$ cat src/shared/regctl_regs.svh
// register offsets, field positions, reset values and codes for the
// regulator control and programming status block.
// assumes inclusion by bare name from any design or bench file.
`ifndef REGCTL_REGS_SVH
`define REGCTL_REGS_SVH

// register offsets (byte addresses on the plain register port)
`define REGCTL_ADDR_W 8
`define OFS_REGULATOR_CONTROL 8'h00
`define OFS_OTP_PROGRAM_PRECHECK 8'h01
`define OFS_OTP_PROGRAM_OUTCOME 8'h02
`define OFS_FAIL_ADDR_LO 8'h03
`define OFS_FAIL_ADDR_HI 8'h04
`define OFS_PROGRAM_CTRL 8'h05
`define OFS_IRQ_STATUS 8'h06
`define OFS_IRQ_MASK 8'h07

// regulator control fields
`define RC_LDO_A_ON 0
`define RC_LDO_A_LSB 1
`define RC_LDO_B_ON 4
`define RC_LDO_B_LSB 5
`define RC_RESET 8'h00

// level codes after decoding, and the control select codes they decode from
`define LVL_1V8 3'h0
`define LVL_2V5 3'h1
`define LVL_3V0 3'h2
`define LVL_3V3 3'h3
`define LVL_5V0 3'h4
`define SEL_2V5 3'h4
`define SEL_3V0 3'h5
`define SEL_3V3 3'h6
`define SEL_5V0 3'h7

// programming status fields
`define ST_OK 7
`define ST_RSVD 6
`define ST_LOCK 5
`define ST_SIGNATURE_EXHAUSTED 4
`define ST_DATA_EXHAUSTED 3
`define ST_HOT 2
`define ST_LV 1
`define ST_HV 0
`define ST_RESET 8'h00

// program control: bit 0 starts an attempt
`define PC_START 0

// interrupt status bits
`define IRQ_DONE 0
`define IRQ_FAIL 1
`define IRQ_WIDTH 2

`define FAIL_ADDR_RESET 16'h0000
`define ZERO8 8'h00

`endif

$ cat src/shared/regctl_pkg.sv
// types shared by the regulator control block and its bench.
// assumes regctl_regs.svh for numeric constants.
package regctl_pkg;

  typedef enum logic [1:0] {
    PS_IDLE = 2'b00,
    PS_BURN = 2'b01,
    PS_DONE = 2'b10
  } prog_state_e;

  // conditions that gate an OTP programming attempt
  typedef struct packed {
    logic full_access;
    logic config_update;
    logic otp_lock_bit;
    logic sig_exhausted;
    logic data_exhausted;
    logic too_hot;
    logic stack_undervolt;
    logic stack_overvolt;
  } prog_cond_s;

  // decoded regulator outputs
  typedef struct packed {
    logic ldo_a_on;
    logic [2:0] ldo_a_level;
    logic ldo_b_on;
    logic [2:0] ldo_b_level;
  } ldo_out_s;

endpackage

$ cat src/rtl/regctl_block.sv
// regulator control register, OTP programming pre-check and outcome
// registers, with sticky interrupt status.
// assumes a single 250 MHz clock, synchronous inputs, and an external
// OTP engine that answers each burn request with a done pulse.
//
// The placing of the registers and the strobed register port are this design's own decisions.
`timescale 1ns/1ns
`default_nettype none
`include "regctl_regs.svh"

// What this block does
// - ldo_b level code: 0-3 1.8V, then upward
// - control bit 4 switches ldo_b
// - ldo_a level code decoded the same way
// - control bit 0 switches ldo_a
// - ok bit set alone when all conditions met
// - lock when not unrestricted+update or locked
// - signature_exhausted flag when signature writes used
// - data_exhausted flag; failing address follows
// - too_hot flag tracks temperature out of range
// - stack_undervolt flag below minimum voltage
// - stack_overvolt flag above maximum voltage
// - burn only with voltage and temperature in range
module regctl_block (
  // clock and reset
  input wire logic CORE_CLK,
  input wire logic SRST,
  // register port
  input wire logic [`REGCTL_ADDR_W-1:0] ADDR,
  input wire logic [7:0] WDATA,
  input wire logic WR,
  input wire logic RD,
  output logic [7:0] RDATA,
  // measured and mode conditions
  input wire regctl_pkg::prog_cond_s COND,
  input wire logic [15:0] FAIL_ADDR,
  // otp engine handshake
  output logic BURN_REQ,
  input wire logic BURN_DONE,
  // regulator controls
  output regctl_pkg::ldo_out_s LDO,
  // interrupt
  output logic IRQ
);

  typedef struct packed {
    logic [7:0] ctrl;
    logic [7:0] outcome;
    logic [15:0] fail_addr;
    regctl_pkg::prog_state_e state;
    logic burn_req;
    logic [`IRQ_WIDTH-1:0] irq_status;
    logic [`IRQ_WIDTH-1:0] irq_mask;
    logic irq;
    logic [7:0] rdata;
    regctl_pkg::ldo_out_s ldo;
  } state_s;

  state_s r;
  state_s next_r;
  logic [7:0] precheck;

  // level decode shared by both regulators
  function automatic logic [2:0] decode_level(input logic [2:0] sel);
    case (sel)
      `SEL_2V5: decode_level = `LVL_2V5;
      `SEL_3V0: decode_level = `LVL_3V0;
      `SEL_3V3: decode_level = `LVL_3V3;
      `SEL_5V0: decode_level = `LVL_5V0;
      default: decode_level = `LVL_1V8;
    endcase
  endfunction

  // status byte from the condition set; ok excludes all other flags
  function automatic logic [7:0] status_of(input regctl_pkg::prog_cond_s c);
    logic [7:0] s;
    s = `ST_RESET;
    s[`ST_LOCK] = !(c.full_access && c.config_update)
                  || c.otp_lock_bit;
    s[`ST_SIGNATURE_EXHAUSTED] = c.sig_exhausted;
    s[`ST_DATA_EXHAUSTED] = c.data_exhausted;
    s[`ST_HOT] = c.too_hot;
    s[`ST_LV] = c.stack_undervolt;
    s[`ST_HV] = c.stack_overvolt;
    s[`ST_RSVD] = 1'b0;
    s[`ST_OK] = (s[5:0] == 6'h00);
    status_of = s;
  endfunction

  assign precheck = status_of(COND);

  always_comb begin
    next_r = r;
    next_r.rdata = `ZERO8;
    // set wins over a write-one clear in the same cycle
    if (WR && ADDR == `OFS_IRQ_STATUS) begin
      next_r.irq_status = r.irq_status & ~WDATA[`IRQ_WIDTH-1:0];
    end
    if (WR) begin
      case (ADDR)
        `OFS_REGULATOR_CONTROL: next_r.ctrl = WDATA;
        `OFS_IRQ_MASK: next_r.irq_mask = WDATA[`IRQ_WIDTH-1:0];
        default: ;
      endcase
    end
    case (r.state)
      regctl_pkg::PS_IDLE: begin
        if (WR && ADDR == `OFS_PROGRAM_CTRL && WDATA[`PC_START]) begin
          // refused attempts still produce an outcome, no burn
          if (precheck[`ST_OK]) begin
            next_r.burn_req = 1'b1;
            next_r.state = regctl_pkg::PS_BURN;
          end else begin
            next_r.state = regctl_pkg::PS_DONE;
          end
        end
      end
      regctl_pkg::PS_BURN: begin
        // abort if limits leave range during the burn
        if (BURN_DONE || precheck[`ST_HOT] || precheck[`ST_LV]
            || precheck[`ST_HV]) begin
          next_r.burn_req = 1'b0;
          next_r.state = regctl_pkg::PS_DONE;
        end
      end
      regctl_pkg::PS_DONE: begin
        next_r.outcome = precheck;
        if (precheck[`ST_DATA_EXHAUSTED]) begin
          next_r.fail_addr = FAIL_ADDR;
        end
        next_r.irq_status[`IRQ_DONE] = 1'b1;
        if (!precheck[`ST_OK]) begin
          next_r.irq_status[`IRQ_FAIL] = 1'b1;
        end
        next_r.state = regctl_pkg::PS_IDLE;
      end
      default: begin
        next_r.burn_req = 1'b0;
        next_r.state = regctl_pkg::PS_IDLE;
      end
    endcase
    if (RD) begin
      case (ADDR)
        `OFS_REGULATOR_CONTROL: next_r.rdata = r.ctrl;
        `OFS_OTP_PROGRAM_PRECHECK: next_r.rdata = precheck;
        `OFS_OTP_PROGRAM_OUTCOME: next_r.rdata = r.outcome;
        `OFS_FAIL_ADDR_LO: next_r.rdata = r.fail_addr[7:0];
        `OFS_FAIL_ADDR_HI: next_r.rdata = r.fail_addr[15:8];
        `OFS_IRQ_STATUS: next_r.rdata = {6'h00, r.irq_status};
        `OFS_IRQ_MASK: next_r.rdata = {6'h00, r.irq_mask};
        default: next_r.rdata = `ZERO8;
      endcase
    end
    next_r.ldo.ldo_b_level =
      decode_level(next_r.ctrl[`RC_LDO_B_LSB +: 3]);
    next_r.ldo.ldo_b_on = next_r.ctrl[`RC_LDO_B_ON];
    next_r.ldo.ldo_a_level =
      decode_level(next_r.ctrl[`RC_LDO_A_LSB +: 3]);
    next_r.ldo.ldo_a_on = next_r.ctrl[`RC_LDO_A_ON];
    next_r.irq = |(next_r.irq_status & next_r.irq_mask);
  end

  always_ff @(posedge CORE_CLK) begin
    if (SRST) begin
      r <= '0;
      r.ctrl <= `RC_RESET;
      r.outcome <= `ST_RESET;
      r.fail_addr <= `FAIL_ADDR_RESET;
      r.state <= regctl_pkg::PS_IDLE;
    end else begin
      r <= next_r;
    end
  end

  assign RDATA = r.rdata;
  assign BURN_REQ = r.burn_req;
  assign LDO = r.ldo;
  assign IRQ = r.irq;

endmodule // regctl_block
`default_nettype wire

$ cat config.mk
export PLATFORM = sky130hd
export DESIGN_NAME = regctl_block
export DESIGN_NICKNAME = d
export VERILOG_FILES = /design/src/shared/regctl_pkg.sv /design/src/rtl/regctl_block.sv
export VERILOG_INCLUDE_DIRS = /design/src /design/src/shared
export SDC_FILE = /design/constraint.sdc
export NUM_CORES = 1
export LEC_CHECK = 0
export BUFFER_PORTS_ARGS = -buffer_cell sky130_fd_sc_hd__buf_4
export CORE_MARGIN = 1.5
export CORE_UTILIZATION = 56
export DETAILED_ROUTE_END_ITERATION = 8
export PLACE_DENSITY = 0.94
export RECOVER_POWER = 100
export SLEW_MARGIN = 20
export SYNTH_ARGS = -nofsm -noshare
export SYNTH_HDL_FRONTEND = slang
export SYNTH_SLANG_ARGS = --single-unit
$ cat constraint.sdc
create_clock -name CORE_CLK -period 4.3 [get_ports CORE_CLK]
set_input_delay 0.215 -clock CORE_CLK [delete_from_list [all_inputs] [get_ports CORE_CLK]]
set_output_delay 0.215 -clock CORE_CLK [all_outputs]
set_load 0.01 [all_outputs]
==> impl_metrics.csv, run 1 <==
group,metric,value,unit
logic_synthesis,yosysMostFrequentCell,"dfxtp_1",
logic_synthesis,yosys_warnings,0,
cts,cts_made_buffers,5,
run,maxCapViolCount,0,
finish,final_cells,362,
sta,final_max_slew_viol_count,0,
sta,min_period,2.192,ns
placement,gp_congestion,0.8043,
cts,ctsResizeCount,0,
sta,setup_viol,0,
logic_synthesis,synth_top_cells_by_count,"dfxtp_1, nand2_1, a21oi_1",
hold_path,min_path_type,"primary input to flop",
routing,antenna_left,0,
finish,finish.net_count,356,
sta,rsz0062_at_grt,"no",
die,die-area,4769,um^2
sta,tightestPinTransition,1.076,ns
sta,final_hold_viol_count,0,
sta,min_period_over_period,0.5097,
routing,vias,2006,
cts,postCtsSetupBuffers,0,
global_routing,grt_pass1_vias,1909,
sta,worst_slack,2.108,ns
logic_synthesis,synth-edff-count,0,
logic_synthesis,netlist_area,2444,um^2
finish,area_growth,13.77,%
sta,fin_setup_tns,0,ns
sta,final.setup_skew,0.01072,ns
placement,place_inst,354,
power_and_ir_drop,powerDensity,307.4,nW/um^2
power_and_ir_drop,irDropWorstVdd,0.1535,mV
logic_synthesis,ys_seq_area_frac,0.4342,
routing,drtIter0Drc,121,
routing,firstDrtPassIters,4,
placement,dpl.hpwl,3954,um
cts,clk_pin_slew_worst_paths,0.11,ns
cts,clock_path_buffers,2,
logic_synthesis,yosysTopAreaCell,"dfxtp_1",
worst_setup_path,cp_max_fo,16,
placement,place.port_buffers,62,
placement,pre_cts_ws,1.870,ns
cts,clock_sink_count,53,
logic_synthesis,async_flop_share,0,
global_routing,grt_max_degree,45,
die,num_rows,23,
finish,fillers,355,
worst_setup_path,cp-end-kind,"flop",
worst_setup_path,crit_arrival,2.43,ns
global_routing,grt_usage,0.2401,
logic_synthesis,syn_inst,274,
logic_synthesis,synth.ff_latch_count,53,
cts,htreeDepth,2,
cts,clk_latency,0.32,ns
worst_setup_path,crit_type,"primary input to flop",
routing,vias_per_cell,5.541,
logic_synthesis,ys.flop_type,"dfxtp_1",
cts,cts_tree,"done",
routing,wire_per_inst,14.79,um
die,coreArea,4086,um^2
cts,cts_root_buf,"clkbuf_8",
die,die_h,69.06,um
die,dieWidth,69.06,um
global_routing,grt_pass1_wl,9135,um
logic_synthesis,synth_area_leaders,"dfxtp_1, nand2_1, a21oi_1, mux2i_1, mux4_2",
logic_synthesis,avgSynthCellArea,8.918,um^2
global_routing,grt_overflow_total,0,
power_and_ir_drop,p_leak,0.9997,nW
logic_synthesis,yosysTopAreaCellShare,0.4342,
routing,remaining_drc_errors,0,
sta,slew_headroom,0.2762,
logic_synthesis,syn_nets,319,
status,status,"complete, no violations",
sta,clock.fmax,456.3,MHz
logic_synthesis,synth.distinct_cells,40,
die,start_util,0.5980,
worst_setup_path,critPathLaunchType,"primary input",
routing,drt-total-wl,5354,um
worst_setup_path,cp.required,4.54,ns
global_routing,antenna_found_initial,0,
finish,diodes,0,
cts,postCtsHoldBufs,0,
finish,layout-drive-gt1-share,0.1891,
die,io_pins,63,
## registers in the layout, summed over array words and instances, names as in the netlist
name      cells
r            37
RDATA         8
LDO           6
BURN_REQ      1
IRQ           1
## cell usage in the layout (no fill, tap or decap), types with 3 or more instances in the layout
cell | synthesis | final
buf_4 | 16 | 42
nor3_1 | 3 | 3
mux2i_1 | 14 | 14
clkbuf_8 | 0 | 5
a21oi_1 | 28 | 28
inv_1 | 5 | 5
mux4_2 | 6 | 6
nand3_1 | 12 | 12
dfxtp_1 | 53 | 53
nand2b_1 | 14 | 14
nand2_1 | 48 | 48
nand3b_1 | 5 | 5
nand4_1 | 4 | 4
nor2_1 | 16 | 16
clkbuf_1 | 12 | 19
nor4_1 | 2 | 3
## routing by layer
| layer | up-vias | GRT usage | wire length [um] | part of all wire |
|---|---|---|---|---|
| li1 | 997 | - | - | - |
| met5 | - | 0 | 0 | 0 |
| met1 | 931 | 0.3113 | 2371 | 0.44 |
| met4 | 0 | 0.08061 | 75 | 0.014 |
| met2 | 71 | 0.3825 | 2527 | 0.47 |
| met3 | 7 | 0.07164 | 380 | 0.071 |
## cell families (layout without fill, tap and decap cells)
group,count (synthesis),count (layout),synth area share
AO/OA/AOI/OAI,44,44,0.1075
XOR/XNOR,4,4,0.01434
buffers and inverters,37,75,0.08807
flip-flops,53,53,0.4342
multiplexers,20,20,0.1126
AND/OR/NAND/NOR,116,116,0.2432
## worst max-delay path, cell delays in order
cell and delay [ns]:
clkbuf_4 0.10, or4_1 0.67, nor4_4 0.84, mux2i_1 0.38, a21boi_0 0.22
## area by class of cell
type / count / area (um^2) / share of cell area
multi-input combinational: 184 / 1149 / 0.4131
sequential: 53 / 1061 / 0.3816
timing repair buffer: 62 / 394.1 / 0.1418
clock buffer: 5 / 68.82 / 0.02475
tap: 50 / 62.56 / 0.02250
clock inverter: 3 / 26.28 / 0.009451
inverter: 5 / 18.77 / 0.006751
## where the power goes
part	internal, mW	switching, mW	total, mW
clock network	0.119	0.176	0.295
logic	0.0375	0.0315	0.0690
registers	0.491	0.000181	0.491
## path summary, 6_finish.rpt
| path | start | to | slack [ns] | depth (start not counted) |
|---|---|---|---|---|
| worst min-delay path | FAIL_ADDR[14] | r[38]$_SDFFE_PP0P_ | 0.13 | 3 |
| worst min register to register | r[44]$_SDFFE_PP0N_ | r[44]$_SDFFE_PP0N_ | 0.46 | 2 |
| worst max-delay path | ADDR[3] | LDO[6]$_SDFF_PP0_ | 2.11 | 5 |
| worst max register to register | r[23]$_SDFFE_PP0P_ | r[24]$_SDFFE_PP0P_ | 2.37 | 4 |
## metrics by stage
| stage | total power [mW] | instance area, um^2 | util | hold WS, ns |
|---|---|---|---|---|
| final | 0.8547 | 2780 | 0.6803 | 0.1287 |
| after global routing | 0.8841 | 2780 | 0.6803 | 0.1286 |
| after CTS | 0.8596 | 2870 | 0.7024 | 0.1273 |
| after detailed placement | 0.5725 | 2775 | 0.6791 | 0.4462 |
| after global placement | 0.5712 | 2775 | 0.6791 | 0.4419 |
| after floorplan | 0.5330 | 2444 | - | 0.3510 |
Note: power is estimated with default switching activity, not from simulation.
==> run 2, diff against run 1 <==
ABC_AREA = 1   (was default)
CORE_UTILIZATION = 47   (was 56)
PLACE_DENSITY = 0.85   (was 0.94)
clock period = 2.01 ns   (was 4.3 ns; I/O delays follow)
==> impl_metrics.csv, run 2 <==
group,metric,value,unit
cts,cts_root_buf,"clkbuf_8",
sta,final.setup_skew,0.005662,ns
global_routing,grt_pass1_vias,2049,
logic_synthesis,synth_xor_area_frac,0,
logic_synthesis,ys_seq_area_frac,0.4349,
logic_synthesis,async_flop_share,0,
power_and_ir_drop,irDropWorstVdd,0.3351,mV
die,num_rows,26,
cts,ctsResizeCount,0,
sta,worst_slack,0.3926,ns
worst_setup_path,r2r-start,"r[23]$_SDFFE_PP0P_",
global_routing,grt_max_degree,28,
logic_synthesis,yosysTopAreaCell,"dfxtp_1",
run,maxCapViolCount,0,
die,dieWidth,75.05,um
logic_synthesis,avgSynthCellArea,7.218,um^2
logic_synthesis,synth_top_cells_by_count,"nand2_1, dfxtp_1, nor2_1",
logic_synthesis,synthSimpleGateAreaFrac,0.3087,
routing,drt-total-wl,5626,um
power_and_ir_drop,p_leak,1.138,nW
die,io_pins,63,
logic_synthesis,synth_top_family_by_area,"simple AND/OR/NAND/NOR gates",
cts,clock_sink_count,53,
logic_synthesis,synth.ff_latch_count,53,
routing,antenna_left,0,
routing,firstDrtPassIters,4,
logic_synthesis,ys.flop_type,"dfxtp_1",
sta,final_max_slew_viol_count,0,
hold_path,worstHoldStart,"COND[4]",
routing,drtIter0Drc,198,
sta,setup_viol,0,
cts,clk_pin_slew_worst_paths,0.09,ns
logic_synthesis,syn_nets,383,
cts,postCtsSetupBuffers,0,
logic_synthesis,yosysMostFrequentCell,"nand2_1",
finish,finish.net_count,429,
global_routing,antenna_found_initial,0,
sta,final_hold_viol_count,0,
finish,layout-drive-gt1-share,0.1818,
die,die-area,5633,um^2
logic_synthesis,synth_area_leaders,"dfxtp_1, nand2_1, nor2_1, a21oi_1, o21ai_0",
sta,clock.fmax,618.3,MHz
placement,place.port_buffers,62,
sta,rsz0062_at_grt,"no",
hold_path,min_path_type,"primary input to flop",
worst_setup_path,cp-end-kind,"flop",
routing,vias_per_cell,5.002,
die,die_h,75.05,um
global_routing,grt_usage,0.2152,
finish,finalCoreUtilization,0.5605,
logic_synthesis,synth_compound_area_frac,0.1421,
placement,pre_cts_ws,0.5515,ns
worst_setup_path,crit_arrival,1.83,ns
sta,tightestPinTransition,0.7535,ns
status,status,"complete, no violations",
finish,area_growth,15.85,%
worst_setup_path,cp_max_fo,10,
finish,regMostFlops,"r",
logic_synthesis,synth-edff-count,0,
sta,whs,0.05212,ns
die,start_util,0.4839,
sta,min_period,1.617,ns
routing,vias,2276,
logic_synthesis,syn_inst,338,
cts,clk_latency,0.31,ns
global_routing,grt_overflow_total,0,
placement,dpl.hpwl,4221,um
logic_synthesis,synthAdderAreaFrac,0,
worst_setup_path,startpoint,"ADDR[0]",
sta,fin_setup_tns,0,ns
finish,final_cell_mix,"nand2_1, dfxtp_1, nor2_1",
global_routing,grt_pass1_wl,9239,um
die,coreArea,5042,um^2
cts,cts_tree,"done",
logic_synthesis,synthMuxAreaShare,0,
logic_synthesis,yosysTopAreaCellShare,0.4349,
cts,cts_made_buffers,5,
worst_setup_path,cp.required,2.22,ns
sta,min_period_over_period,0.8047,
logic_synthesis,netlist_area,2440,um^2
finish,largest_reg_flops,37,
cts,postCtsHoldBufs,0,
finish,layout_commonest_cell,"nand2_1",
power_and_ir_drop,powerDensity,624.0,nW/um^2
routing,wire_per_inst,12.36,um
cts,clock_path_buffers,2,
finish,diodes,0,
sta,slew_headroom,0.4958,
worst_setup_path,crit_type,"primary input to flop",
routing,remaining_drc_errors,0,
logic_synthesis,synth.distinct_cells,23,
logic_synthesis,yosys_warnings,0,
placement,gp_congestion,0.8656,
cts,htreeDepth,2,
worst_setup_path,critPathLaunchType,"primary input",
run 2: cell families after synthesis:
kind of cell	count (synthesis)
buf+inv	55
flops	53
simple gates	164
compound gates	66
run 2: cell type report:
class / count / area, um^2
clock buffers: 8 / 80.08
inverters: 31 / 117.6
fillers: 513 / 2216
repair buffers: 63 / 405.4
multi-input cells: 230 / 1075
well taps: 70 / 87.58
flip-flops and latches: 53 / 1061
run 2: where the power goes:
group / switching, mW / internal [mW] / leakage (nW)
Clock: 0.330 / 0.248 / 0.0395
Sequential: 0.000420 / 1.05 / 0.427
Combinational: 0.0678 / 0.0678 / 0.672
Total: 0.398 / 1.37 / 1.14
run 2: stage by stage:
stage                     cell area [um^2]  cells  total power, mW
after global placement                2850    447            1.211
after detailed placement              2850    447            1.212
after global routing                  2826    455            1.825
final                                 2826    455            1.764
after floorplan                       2440    338            1.123
after CTS                             2930    455            1.775
run 2: path summary, 6_finish.rpt:
path         depth (start not counted)                 end  slack [ns]
max                                 11   LDO[5]$_SDFF_PP0_        0.39
min                                  3  r[44]$_SDFFE_PP0N_        0.05
max reg2reg                          5  r[34]$_SDFFE_PP0P_        0.48
min reg2reg                          2  r[31]$_SDFFE_PP0P_        0.46
run 2: layer usage:
metal | GRT usage | vias to the layer above | routed length (um)
li1 | - | 1165 | -
met1 | 0.2833 | 1011 | 2436
met2 | 0.3510 | 90 | 2634
met3 | 0.05355 | 10 | 480
met4 | 0.06061 | 0 | 75
met5 | 0 | - | 0
run 2: critical path: stages:
cell and delay [ns]:
buf_4 0.14, nor2_4 0.16, nand2_4 0.06, nor2_1 0.59, nand2_8 0.13, clkinvlp_2 0.27, nand2_1 0.10, nand2_1 0.09
nand2_1 0.07, nand2_1 0.08, nor2_1 0.04
